<file path="src/design/status_flag_bit_ops_cfg.svh">
// Constants for the status-flag and bit-manipulation execution block.
`ifndef STATUS_FLAG_BIT_OPS_CFG_SVH
`define STATUS_FLAG_BIT_OPS_CFG_SVH
`define FLAG_POS_C        3'h0
`define FLAG_POS_Z        3'h1
`define FLAG_POS_N        3'h2
`define FLAG_POS_V        3'h3
`define FLAG_POS_S        3'h4
`define FLAG_POS_H        3'h5
`define FLAG_POS_T        3'h6
`define FLAG_POS_I        3'h7
`define FLAGS_RESET_VAL   8'h00
`define REG_RESET_VAL     8'h00
`define REG_COUNT         32
`endif

</file>
<file path="src/design/status_flag_bit_ops_pkg.sv">
// Types for the status-flag and bit-manipulation execution block.
`default_nettype none
package status_flag_bit_ops_pkg;
    typedef enum logic [4:0] {
        op_none_type_v               = 5'h00,
        nibble_swap_op               = 5'h01,
        indexed_flag_set_op          = 5'h02,
        indexed_flag_clear_op        = 5'h03,
        bit_to_transfer_flag_op      = 5'h04,
        transfer_flag_to_bit_op      = 5'h05,
        carry_set_op                 = 5'h06,
        carry_clear_op               = 5'h07,
        negative_set_op              = 5'h08,
        negative_clear_op            = 5'h09,
        zero_set_op                  = 5'h0a,
        zero_clear_op                = 5'h0b,
        int_enable_set_op            = 5'h0c,
        int_enable_clear_op          = 5'h0d,
        sign_test_set_op             = 5'h0e,
        sign_test_clear_op           = 5'h0f,
        overflow_set_op              = 5'h10,
        overflow_clear_op            = 5'h11,
        transfer_set_op              = 5'h12,
        transfer_clear_op            = 5'h13,
        half_carry_set_op            = 5'h14,
        half_carry_clear_op          = 5'h15
    } op_code_type;

    typedef struct packed {
        logic        valid;
        op_code_type op;
        logic [4:0]  reg_sel;
        logic [2:0]  bit_sel;
    } instr_type;

    typedef struct packed {
        logic        wr_en;
        logic [4:0]  wr_sel;
        logic [7:0]  wr_data;
    } reg_write_type;
endpackage
`default_nettype wire

</file>
<file path="src/design/flag_update_unit.sv">
// Combinational next value of the status flags for one instruction.
`timescale 1ns/100ps
`default_nettype none
`include "status_flag_bit_ops_cfg.svh"
module flag_update_unit
(
    input  wire logic [7:0]                       flags,
    input  wire status_flag_bit_ops_pkg::instr_type instr,
    input  wire logic [7:0]                       src_data,
    output logic      [7:0]                       nxt_flags
);
    import status_flag_bit_ops_pkg::*;

    always_comb
    begin
        nxt_flags = flags;
        if (instr.valid)
        begin
            case (instr.op)
                indexed_flag_set_op:     nxt_flags[instr.bit_sel] = 1'b1;
                indexed_flag_clear_op:   nxt_flags[instr.bit_sel] = 1'b0;
                bit_to_transfer_flag_op:
                    nxt_flags[`FLAG_POS_T] = src_data[instr.bit_sel];
                half_carry_set_op:       nxt_flags[`FLAG_POS_H] = 1'b1;
                half_carry_clear_op:     nxt_flags[`FLAG_POS_H] = 1'b0;
                overflow_set_op:         nxt_flags[`FLAG_POS_V] = 1'b1;
                overflow_clear_op:       nxt_flags[`FLAG_POS_V] = 1'b0;
                sign_test_set_op:        nxt_flags[`FLAG_POS_S] = 1'b1;
                sign_test_clear_op:      nxt_flags[`FLAG_POS_S] = 1'b0;
                carry_set_op:            nxt_flags[`FLAG_POS_C] = 1'b1;
                carry_clear_op:          nxt_flags[`FLAG_POS_C] = 1'b0;
                negative_set_op:         nxt_flags[`FLAG_POS_N] = 1'b1;
                negative_clear_op:       nxt_flags[`FLAG_POS_N] = 1'b0;
                zero_set_op:             nxt_flags[`FLAG_POS_Z] = 1'b1;
                zero_clear_op:           nxt_flags[`FLAG_POS_Z] = 1'b0;
                int_enable_set_op:       nxt_flags[`FLAG_POS_I] = 1'b1;
                int_enable_clear_op:     nxt_flags[`FLAG_POS_I] = 1'b0;
                transfer_set_op:         nxt_flags[`FLAG_POS_T] = 1'b1;
                transfer_clear_op:       nxt_flags[`FLAG_POS_T] = 1'b0;
                default:                 nxt_flags = flags;
            endcase
        end
    end
endmodule
`default_nettype wire

</file>
<file path="src/design/status_flag_bit_ops.sv">
// Execution of nibble swap, status-flag and bit-transfer instructions.
//
// Overview of operation
// - Swap exchanges register nibbles in one cycle, flags unchanged.
// - Indexed set or clear forces only the chosen status bit, one cycle.
// - Bit store copies the chosen register bit into the transfer flag.
// - Bit load copies the transfer flag into the chosen register bit.
// - Dedicated ops set or clear half carry only, one cycle.
// - Dedicated ops set or clear overflow only, one cycle.
// - Dedicated ops set or clear signed test only, one cycle.
`timescale 1ns/100ps
`default_nettype none
`include "status_flag_bit_ops_cfg.svh"
module status_flag_bit_ops
(
    input  wire logic                               ref_clk,
    input  wire logic                               sys_rst,
    input  wire status_flag_bit_ops_pkg::instr_type instr,
    output logic      [7:0]                         status_flags_reg,
    output var  status_flag_bit_ops_pkg::reg_write_type reg_wr,
    output logic      [`REG_COUNT*8-1:0]            reg_file_out
);
    import status_flag_bit_ops_pkg::*;

    logic [7:0]    regs_ff [`REG_COUNT];
    logic [7:0]    flags_ff;
    logic [7:0]    nxt_flags;
    logic [7:0]    src_data;
    reg_write_type nxt_reg_wr;
    reg_write_type reg_wr_ff;
    logic [2:0]    touch_pos;
    logic          touch_any;
    logic [7:0]    flag_touch;
    logic [7:0]    gated_flags;

    assign src_data = regs_ff[instr.reg_sel];

    flag_update_unit u_flag_update
    (
        .flags     (flags_ff),
        .instr     (instr),
        .src_data  (src_data),
        .nxt_flags (nxt_flags)
    );

    always_comb
    begin
        nxt_reg_wr = '0;
        nxt_reg_wr.wr_sel = instr.reg_sel;
        nxt_reg_wr.wr_data = src_data;
        if (instr.valid)
        begin
            case (instr.op)
                nibble_swap_op:
                begin
                    nxt_reg_wr.wr_en = 1'b1;
                    nxt_reg_wr.wr_data = {src_data[3:0], src_data[7:4]};
                end
                transfer_flag_to_bit_op:
                begin
                    nxt_reg_wr.wr_en = 1'b1;
                    nxt_reg_wr.wr_data[instr.bit_sel] = flags_ff[`FLAG_POS_T];
                end
                default:
                begin
                    nxt_reg_wr.wr_en = 1'b0;
                end
            endcase
        end
    end

    // Only the flag that the instruction names may move; every other bit holds.
    always_comb
    begin
        touch_pos = 3'h0;
        touch_any = 1'b0;
        if (instr.valid)
        begin
            case (instr.op)
                indexed_flag_set_op:
                begin
                    touch_pos = instr.bit_sel;
                    touch_any = 1'b1;
                end
                indexed_flag_clear_op:
                begin
                    touch_pos = instr.bit_sel;
                    touch_any = 1'b1;
                end
                bit_to_transfer_flag_op:
                begin
                    touch_pos = `FLAG_POS_T;
                    touch_any = 1'b1;
                end
                half_carry_set_op:
                begin
                    touch_pos = `FLAG_POS_H;
                    touch_any = 1'b1;
                end
                half_carry_clear_op:
                begin
                    touch_pos = `FLAG_POS_H;
                    touch_any = 1'b1;
                end
                overflow_set_op:
                begin
                    touch_pos = `FLAG_POS_V;
                    touch_any = 1'b1;
                end
                overflow_clear_op:
                begin
                    touch_pos = `FLAG_POS_V;
                    touch_any = 1'b1;
                end
                sign_test_set_op:
                begin
                    touch_pos = `FLAG_POS_S;
                    touch_any = 1'b1;
                end
                sign_test_clear_op:
                begin
                    touch_pos = `FLAG_POS_S;
                    touch_any = 1'b1;
                end
                carry_set_op:
                begin
                    touch_pos = `FLAG_POS_C;
                    touch_any = 1'b1;
                end
                carry_clear_op:
                begin
                    touch_pos = `FLAG_POS_C;
                    touch_any = 1'b1;
                end
                negative_set_op:
                begin
                    touch_pos = `FLAG_POS_N;
                    touch_any = 1'b1;
                end
                negative_clear_op:
                begin
                    touch_pos = `FLAG_POS_N;
                    touch_any = 1'b1;
                end
                zero_set_op:
                begin
                    touch_pos = `FLAG_POS_Z;
                    touch_any = 1'b1;
                end
                zero_clear_op:
                begin
                    touch_pos = `FLAG_POS_Z;
                    touch_any = 1'b1;
                end
                int_enable_set_op:
                begin
                    touch_pos = `FLAG_POS_I;
                    touch_any = 1'b1;
                end
                int_enable_clear_op:
                begin
                    touch_pos = `FLAG_POS_I;
                    touch_any = 1'b1;
                end
                transfer_set_op:
                begin
                    touch_pos = `FLAG_POS_T;
                    touch_any = 1'b1;
                end
                transfer_clear_op:
                begin
                    touch_pos = `FLAG_POS_T;
                    touch_any = 1'b1;
                end
                default:
                begin
                    touch_pos = 3'h0;
                    touch_any = 1'b0;
                end
            endcase
        end
    end

    genvar gf;
    generate
        for (gf = 0; gf < 8; gf++)
        begin : g_flag
            assign flag_touch[gf] = touch_any && (touch_pos == 3'(gf));
            assign gated_flags[gf] = flag_touch[gf] ? nxt_flags[gf] : flags_ff[gf];
        end
    endgenerate

    // Flags only move through the flag unit; swap and bit load leave them alone.
    always_ff @(posedge ref_clk)
    begin
        if (sys_rst)
            flags_ff <= `FLAGS_RESET_VAL;
        else
            flags_ff <= gated_flags;
    end

    genvar gi;
    generate
        for (gi = 0; gi < `REG_COUNT; gi++)
        begin : g_reg
            always_ff @(posedge ref_clk)
            begin
                if (sys_rst)
                    regs_ff[gi] <= `REG_RESET_VAL;
                else if (nxt_reg_wr.wr_en && (nxt_reg_wr.wr_sel == 5'(gi)))
                    regs_ff[gi] <= nxt_reg_wr.wr_data;
            end
            assign reg_file_out[gi*8 +: 8] = regs_ff[gi];
        end
    endgenerate

    always_ff @(posedge ref_clk)
    begin
        if (sys_rst)
            reg_wr_ff <= '0;
        else
            reg_wr_ff <= nxt_reg_wr;
    end

    assign status_flags_reg = flags_ff;
    assign reg_wr = reg_wr_ff;
endmodule
`default_nettype wire

</file>
<file path="config.mk">
export PLATFORM = sky130hd
export DESIGN_NAME = status_flag_bit_ops
export DESIGN_NICKNAME = d
export VERILOG_FILES = /design/src/design/status_flag_bit_ops_pkg.sv /design/src/design/flag_update_unit.sv /design/src/design/status_flag_bit_ops.sv
export VERILOG_INCLUDE_DIRS = /design/src /design/src/design
export SDC_FILE = /design/constraint.sdc
export NUM_CORES = 1
export LEC_CHECK = 0
export BUFFER_PORTS_ARGS = -buffer_cell sky130_fd_sc_hd__buf_2
export CAP_MARGIN = 10
export CORE_MARGIN = 10
export CORE_UTILIZATION = 59
export DETAILED_ROUTE_END_ITERATION = 8
export HOLD_SLACK_MARGIN = 0.1
export PLACE_DENSITY_LB_ADDON = 0.12
export SLEW_MARGIN = 10
export SYNTH_ARGS = -nofsm -noshare
export SYNTH_HDL_FRONTEND = slang
export SYNTH_SLANG_ARGS = --single-unit
</file>
<file path="constraint.sdc">
create_clock -name ref_clk -period 5.9 [get_ports ref_clk]
set_clock_uncertainty 0.15 [all_clocks]
set_input_delay 0.885 -clock ref_clk [delete_from_list [all_inputs] [get_ports ref_clk]]
set_output_delay 0.885 -clock ref_clk [all_outputs]
set_load 0.02 [all_outputs]
</file>
# After elaboration in Yosys (flattened, before gate mapping)

Memory sizes are Yosys's and may differ from the RTL's.
Cells that the tools add are included.

Register bits after elaboration: 22
RAM bits: 256
Bits of input ports: 16
Output and inout bits: 278
Word-level logic and storage cells: 328
Memories: 1

Memories:

| name    | words | width | rd ports | clocked after memory_dff | write ports | line                      | RTL |
|---|---|---|---|---|---|---|---|
| regs_ff | 32    | 8     | 33       | 0                        | 32          | status_flag_bit_ops.sv:25 | `` logic [7:0] regs_ff [`REG_COUNT]; `` |

Order comparisons: 2
Eq/ne operators: 59
Multiplexer cells: 151
Bitwise operators: 35
Reductions and logical operators: 69

Operators by type and width:

| cell                 | count |
|---|---|
| $mux W8              | 33 |
| $eq A5 B5 Y1 const B | 22 |
| $mux W1              | 104 |
| $eq A5 B4 Y1 const B | 16 |
| $logic_and A1 B1 Y1  | 41 |
| $eq A5 B3 Y1 const B | 8 |
| $or A1 B1 Y1         | 32 |
| $pmux W1 S4          | 7 |
| $reduce_bool A4 Y1   | 7 |
| $pmux W3 S8          | 1 |
| $reduce_and A3 Y1    | 8 |
| $eq A5 B2 Y1 const B | 4 |
| $reduce_or A19 Y1    | 1 |
| $pmux W8 S2          | 1 |
| $reduce_or A2 Y1     | 8 |
| $eq A3 B3 Y1 const B | 4 |
| $eq A5 B1 Y1 const B | 2 |
| $and A8 B8 Y8        | 1 |
| $bwmux W8            | 1 |
| $not A8 Y8           | 1 |
| $or A8 B8 Y8         | 1 |
| $eq A3 B2 Y1 const B | 2 |
| $logic_not A5 Y1     | 1 |
| $pmux W1 S5          | 1 |
| other kinds (9)      | 9 |

# Logic depth before layout (Yosys ltp)

Gate-level depths: netlist (run 1).

Depth after elaboration: 9
Mapped depth: 12

# Modules after synthesis

A second synthesis (run 1) with hierarchy kept.

Cell total of the unflattened synthesis: 1,034
Area, all modules: 13,038.8 µm²

Modules (own cells, without submodules):

| module              | instances | cells an instance | area an instance (µm²) | sequential area each (µm²) |
|---|---|---|---|---|
| status_flag_bit_ops | 1         | 955               | 12,493.2               | 8,127.8 |
| flag_update_unit    | 1         | 79                | 545.5                  | 0.0 |

# Worst setup path before layout (run 1)

OpenSTA, ideal clock, no wires.

Path kind: input to register
From: input port instr[5] in the netlist's numbering
To: memory regs_ff[23][6] (data pin)
Library setup time: 0.266 ns
Arrival: 2.783 ns
Required time: 5.484 ns
Setup slack: 2.701 ns
Stages: 10
Path buffers: 4
Cell sequence: buf_4 > buf_6 > buf_4 > mux4_2 > a2111oi_2 > a21oi_1 > o2bb2ai_1 > o221ai_2 > buf_4 > nor2_1

RTL lines:

| what        | line                      | RTL |
|---|---|---|
| from (decl) | status_flag_bit_ops.sv:18 | `input wire status_flag_bit_ops_pkg::instr_type instr,` |
| to (decl)   | status_flag_bit_ops.sv:25 |  |

==> metrics.txt, run 1 <==
status=completed; Worst Min Path Start=status_flags_reg[7]$_SDFFE_PP0P_; Compound-Gate Fraction of Synth Area=5.70%; beginning of the worst register-to-register path=regs_ff[18][1]$_SDFFCE_PN0P_; Synth Area in Simple Gates=between 15 and 20%; Worst-path clk slew=70 ps; pwr dens=between 200 and 300 nW/um^2; port buffer count=293; Hold Path Stages=2; Mapped Nets=between 1,000 and 1,500; core area=around 22,000 sq um; initial antenna violation count=0; Resized cells post-CTS=0; share of flip-flops with an asynchronous set or reset=0%; Max Clk Rate=about 0.24 GHz; Slew headroom=between 30% and 40%; IO Pins=a little under 300; WL/cell=about 28 microns; Ant. Diodes=0; worst-case reg-to-reg path depth=8; drt first pass iters=5; Worst Setup SP=instr[3]; #FFs+latches synth=approximately 280; Peak supply drop=about 280 uV; DIE WIDTH=169 microns; Synth cell types=between 60 and 70; Pleak=between 6 and 7 nW; CTS Sinks=around 280; part of the Yosys area used for sequential elements=slightly above 60%; Initial Util=59.8%; final net count=approximately 1,300; H-tree depth=1; Avg Cell Area, Syn=roughly 12 sq um; area of the mapped netlist=about 13,000 sq um; EDFF count, synth=256; Row Count=54; total CTS buffers=28; hold buffer count at cts=0; later-pin clock latency in the skew report=570 ps; XOR/XNOR Fraction of Synth Area=0%; final routed DRC violation total=0; clock tree buffer depth=3; DIE AREA=around 28,000 sq um; Post-DRT Antenna Nets=0; number of max-cap violations=0; Setup TNS=0 ps; CP endpoint kind=flop; final count of hold timing violations=0; vias in the first global route=10,262; global route overflow=0; area share of fa/ha/maj cells after synthesis=0%; Ys Warns=0; Die H=roughly 170 microns; startpoint types=primary input; Post-synth top flop=edfxtp_1; fin crit period=4190 ps; Starting DRT DRC Count=~1,600; synthesis-to-layout area growth=19.0%; Synth Instances=1,053; Critical Path AT=between 4000 and 5000 ps; Root Driver=clkbuf_16; routed vias=about 11,000; Final Routed Wirelength=roughly 45,000 microns; Total GRT Usage=approximately 30%; pre-CTS setup slack=~1200 ps; unrepaired setup endpoints after global routing=no; main combinational cell family by area after synthesis=simple AND/OR/NAND/NOR gates; critical path type=primary input to flop; Post-CTS Setup Inserts=0; Final Wtd Congestion=between 0.9 and 1; final count of negative-setup-slack endpoints=0; first-pass GRT wire length=roughly 66,000 microns; hold crit path type=flop to flop; max reg flops=256; Slew @ Worst Pin=roughly 1000 ps; crit path max fanout=36; required time of the critical path=between 6000 and 7000 ps; min setup slack post-route=between 1500 and 2000 ps; CTS tree=yes; hpwl dp=about 32,000 microns; Final Cycle Share=a little under three quarters; mux contribution to synthesized area=a little under an eighth; largest net degree at the start of global routing=45; layout cells sized above 1=about 32%; routed vias/inst=6.61; Pins Over Slew Limit=0; Fill cells=around 1,600
## cells in the mapped netlist, drive strengths merged (2+ instances only)
library cell    n  area share [%]
nor2          260             7.5
edfxtp        256              59
nand2          87             2.5
buf            51             2.7
mux4           45             7.9
nor3           43             1.7
mux2i          37             2.8
clkbuf         29            0.83
nand4          24             1.2
dfxtp          22             3.4
a21oi          21            0.83
nand3          19            0.77
inv            14            0.40
nor2b          14            0.67
o21ai          14            0.62
a22oi          12            0.69
mux2           11            0.95
o22ai           9            0.43
nand2b          7            0.34
a31oi           6            0.29
nor4            6            0.29
nand3b          5            0.29
o221ai          5            0.43
or3             5            0.24
o32ai           4            0.27
a2111oi         3            0.25
a22o            3            0.20
and2            3            0.14
nor3b           3            0.17
o221a           3            0.26
o2bb2ai         3            0.20
or2             3            0.14
a211oi          2            0.11
a21boi          2            0.11
a21o            2            0.11
and3            2           0.096
o2111ai         2            0.13
o211ai          2            0.11
or4             2            0.14
## metal layers
layer / wire length [microns] / vias up / global-route usage, %
li1: - / 4432 / -
met1: 16600 / 5265 / 40.5
met2: 20500 / 878 / 45.6
met3: 6270 / 116 / 8.55
met4: 1760 / 0 / 10.4
met5: 0 / - / 0
## through the flow
stage	utilization (%)	cells	total power (W)	area [sq um]	hold slack, ps
finish	71.2	1618	0.00464	15500	347
global placement	66.8	1566	0.00284	14600	326
global route	71.2	1618	0.00474	15500	378
detailed placement	66.8	1566	0.00284	14600	340
floorplan	-	1053	0.00264	13100	433
CTS	71.2	1618	0.00463	15500	353
## cell families after synthesis
logic type             count (synthesis)
AO/OA/AOI/OAI                        101
buffers and inverters                 95
multiplexers                          93
flip-flops                           278
AND/OR/NAND/NOR                      486
## worst max-delay path: stages
cell	delay (ps)
buf_2	770
buf_4	320
mux4_2	520
a22o_1	270
o21ai_1	320
a22oi_1	140
o21ai_2	530
buf_4	450
nor2_1	100
## area by class of cell
| class | instances | area [sq um] | share of cell area (%) |
|---|---|---|---|
| multi-input cells | 680 | 4410 | 28.4 |
| clock inverters | 15 | 176 | 1.14 |
| well taps | 280 | 350 | 2.26 |
| repair buffers | 313 | 1630 | 10.5 |
| clock buffers | 37 | 774 | 4.99 |
| inverters | 15 | 56.3 | 0.363 |
| flip-flops and latches | 278 | 8130 | 52.3 |
## path summary, 6_finish.rpt
path	endpoint	slack (ps)
worst max-delay path	regs_ff[11][7]$_SDFFCE_PN0P_	1710
worst min-delay path	status_flags_reg[7]$_SDFFE_PP0P_	350
worst max register to register	regs_ff[10][1]$_SDFFCE_PN0P_	2580
worst min register to register	status_flags_reg[7]$_SDFFE_PP0P_	350
## where the power goes
group / switching (W) / internal (W)
combinational: 0.000396 / 0.000158
sequential: 0.0000473 / 0.00221
clock: 0.000770 / 0.00106
## placed cells by master, fill, tap and decap left out, types with 7 or more instances in the layout
master / netlist / final
buf_2: 23 / 292
nor3_1: 42 / 42
nand4_1: 24 / 24
mux2i_1: 37 / 37
inv_1: 12 / 12
dfxtp_1: 22 / 22
nand2b_1: 7 / 7
buf_4: 19 / 20
mux4_2: 39 / 39
o21ai_0: 9 / 9
nor2_1: 257 / 257
o22ai_1: 9 / 9
a21oi_1: 20 / 20
mux2_2: 11 / 11
nor2b_1: 14 / 14
a22oi_1: 12 / 12
nand2_1: 87 / 87
nand3_1: 18 / 18
edfxtp_1: 256 / 256
clkbuf_16: 0 / 28
Power figures use the tool's default switching activity.
==> run 2: changes to the inputs <==
--- a/config.mk
+++ b/config.mk
@@ -9,7 +9,7 @@
 export BUFFER_PORTS_ARGS = -buffer_cell sky130_fd_sc_hd__buf_2
 export CAP_MARGIN = 10
 export CORE_MARGIN = 10
-export CORE_UTILIZATION = 59
+export CORE_UTILIZATION = 55
 export DETAILED_ROUTE_END_ITERATION = 8
 export HOLD_SLACK_MARGIN = 0.1
 export PLACE_DENSITY_LB_ADDON = 0.12
==> constraint.sdc (replaced) <==
create_clock -name ref_clk -period 3.98 [get_ports ref_clk]
set_clock_uncertainty 0.15 [all_clocks]
set_input_delay 0.597 -clock ref_clk [delete_from_list [all_inputs] [get_ports ref_clk]]
set_output_delay 0.597 -clock ref_clk [all_outputs]
set_load 0.02 [all_outputs]
==> run 2 against run 1 <==
Critical path type unchanged. Clock power is 52% higher. Count of clock-buffer cells in the layout decreased by 6. Largest cell class unchanged. Critical path depth rose by 1.
==> metrics.txt, run 2 (same netlist as run 1, synthesis figures left out) <==
status=completed; total CTS buffers=29 (+3.6%); Initial Util=55.8% (-4.0 points); M1 wire length=17,600 microns (+5.8%); final routed DRC violation total=0 (unchanged); pwr dens=435 nW/um^2 (+46%); max reg flops=256 (unchanged); Seq. cell area=8130 sq um (unchanged); Resized cells post-CTS=0 (unchanged); CTS tree=yes; largest net degree at the start of global routing=38 (-16%); initial antenna violation count=0 (unchanged); hold buffer count at cts=0 (unchanged); drt first pass iters=5 (unchanged); Critical Path AT=3290 ps (-1050 ps); Ant. Diodes=0 (unchanged); FF-to-FF setup slack=1150 ps (-1430 ps); Setup TNS=0 ps (unchanged); Max Clk Rate=0.319 GHz; Critical R2R Capture=regs_ff[10][1]$_SDFFCE_PN0P_; Pleak=6.39 nW (+4.3%); routed vias/inst=6.28 (-5.0%); met3 WL=5640 microns (-10%); final net count=1,378 (+3.5%); commonest non-fill, non-tap cell in the layout=buf_2; later-pin clock latency in the skew report=560 ps (about the same); final core utilization=68.6% (-2.6 points); fin crit period=3130 ps; Starting DRT DRC Count=1,412 (-10%); most frequent cells in the layout=buf_2 (292), nor2_1 (257), edfxtp_1 (256); Pins Over Slew Limit=0 (unchanged); global route overflow=0 (unchanged); Worst-path clk slew=60 ps (about the same); Post-CTS Setup Inserts=0 (unchanged); final count of hold timing violations=0 (unchanged); vias in the first global route=10,359 (+0.95%); Root Driver=clkbuf_16; Die H=174 microns (+3.1%); required time of the critical path=4140 ps (-1910 ps); Final Routed Wirelength=45,400 microns (+0.59%); core area=23,400 sq um (+7.2%); Worst Setup SP=instr[3]; Final Wtd Congestion=0.949 (+2.1%); port buffer count=293 (unchanged); beginning of the worst register-to-register path=regs_ff[11][5]$_SDFFCE_PN0P_; clock tree buffer depth=3 (unchanged); final hold slack=303 ps (-44.8 ps); hold crit path type=primary input to flop; critical path type=primary input to flop; area of the multi-input gates=4410 sq um (unchanged); crit path max fanout=25 (-31%); unrepaired setup endpoints after global routing=no; IO Pins=294 (unchanged); DIE WIDTH=174 microns (+3.1%); Total GRT Usage=28.6% (-1.4 points); final count of negative-setup-slack endpoints=0 (unchanged); number of max-cap violations=0 (unchanged); Row Count=56 (+3.7%); Slew headroom=44.5% (+13 points); WL/cell=26.7 microns (-4.4%); DIE AREA=30,300 sq um (+6.4%); end of the critical path=regs_ff[21][6]$_SDFFCE_PN0P_; synthesis-to-layout area growth=22.9%; Post-DRT Antenna Nets=0 (unchanged); H-tree depth=1 (unchanged); Final Cycle Share=between 70% and 80%; Slew @ Worst Pin=832 ps (-202 ps); Max Used Layer=met4; startpoint types=primary input; layout cells sized above 1=34.5% (+2.3 points); first-pass GRT wire length=66,400 microns (+1.4%); routed vias=10,690 (-0.0094%); Peak supply drop=365 uV (+30%); CP endpoint kind=flop; hpwl dp=33,300 microns (+3.4%); met2 wire len=20,600 microns (+0.76%); Fill cells=1,810 (+12%); CTS Sinks=278 (unchanged); worst-case reg-to-reg path depth=8 (unchanged)
run 2: how the worst min path moves through the flow:
stage,depth (start not counted),start,to,slack [ps]
floorplan,2,status_flags_reg[3]$_SDFFE_PP0P_,status_flags_reg[3]$_SDFFE_PP0P_,430
global placement,2,status_flags_reg[7]$_SDFFE_PP0P_,status_flags_reg[7]$_SDFFE_PP0P_,330
detailed placement,1,status_flags_reg[4]$_SDFFE_PP0P_,status_flags_reg[4]$_SDFFE_PP0P_,330
CTS,2,sys_rst,status_flags_reg[7]$_SDFFE_PP0P_,290
global route,2,sys_rst,status_flags_reg[7]$_SDFFE_PP0P_,320
finish,2,sys_rst,status_flags_reg[7]$_SDFFE_PP0P_,300
run 2: area by class of cell:
class | count | share of cell area [%]
clock buffer | 31 | 4.63
multi-input combinational | 680 | 27.5
tap | 319 | 2.49
inverter | 15 | 0.351
timing repair buffer | 358 | 13.0
clock inverter | 22 | 1.41
sequential | 278 | 50.7
run 2: critical path, cell delays in order:
cell and delay, ps:
buf_2 470, buf_4 290, mux4_1 640, a22oi_1 240
nand3_2 160, nand2_1 160, o2bb2ai_1 100, o221ai_2 300
buf_12 220, nor2_1 70
run 2: stage by stage:
| stage | area (sq um) | instances | setup slack (ps) | total power (W) |
|---|---|---|---|---|
| 2_1_floorplan | 13100 | 1053 | 1070 | 0.00391 |
| 3_3_place_gp | 15100 | 1650 | 341 | 0.00425 |
| 3_5_place_dp | 15100 | 1650 | 338 | 0.00425 |
| 4_1_cts | 16000 | 1703 | 909 | 0.00698 |
| 5_1_grt | 16000 | 1703 | 731 | 0.00715 |
| 6_report | 16000 | 1703 | 846 | 0.00698 |
run 2: power breakdown:
| group | switching [W] | internal [W] | leakage (nW) |
|---|---|---|---|
| clock | 0.00116 | 0.00161 | 0.477 |
| combinational | 0.000588 | 0.000266 | 3.09 |
| sequential | 0.0000715 | 0.00328 | 2.83 |
run 2: routing by layer:
layer | vias up | global-route usage (%)
met5 | - | 0
met4 | 0 | 9.76
met3 | 96 | 8.21
met2 | 780 | 44.1
met1 | 5292 | 38.1
li1 | 4522 | -
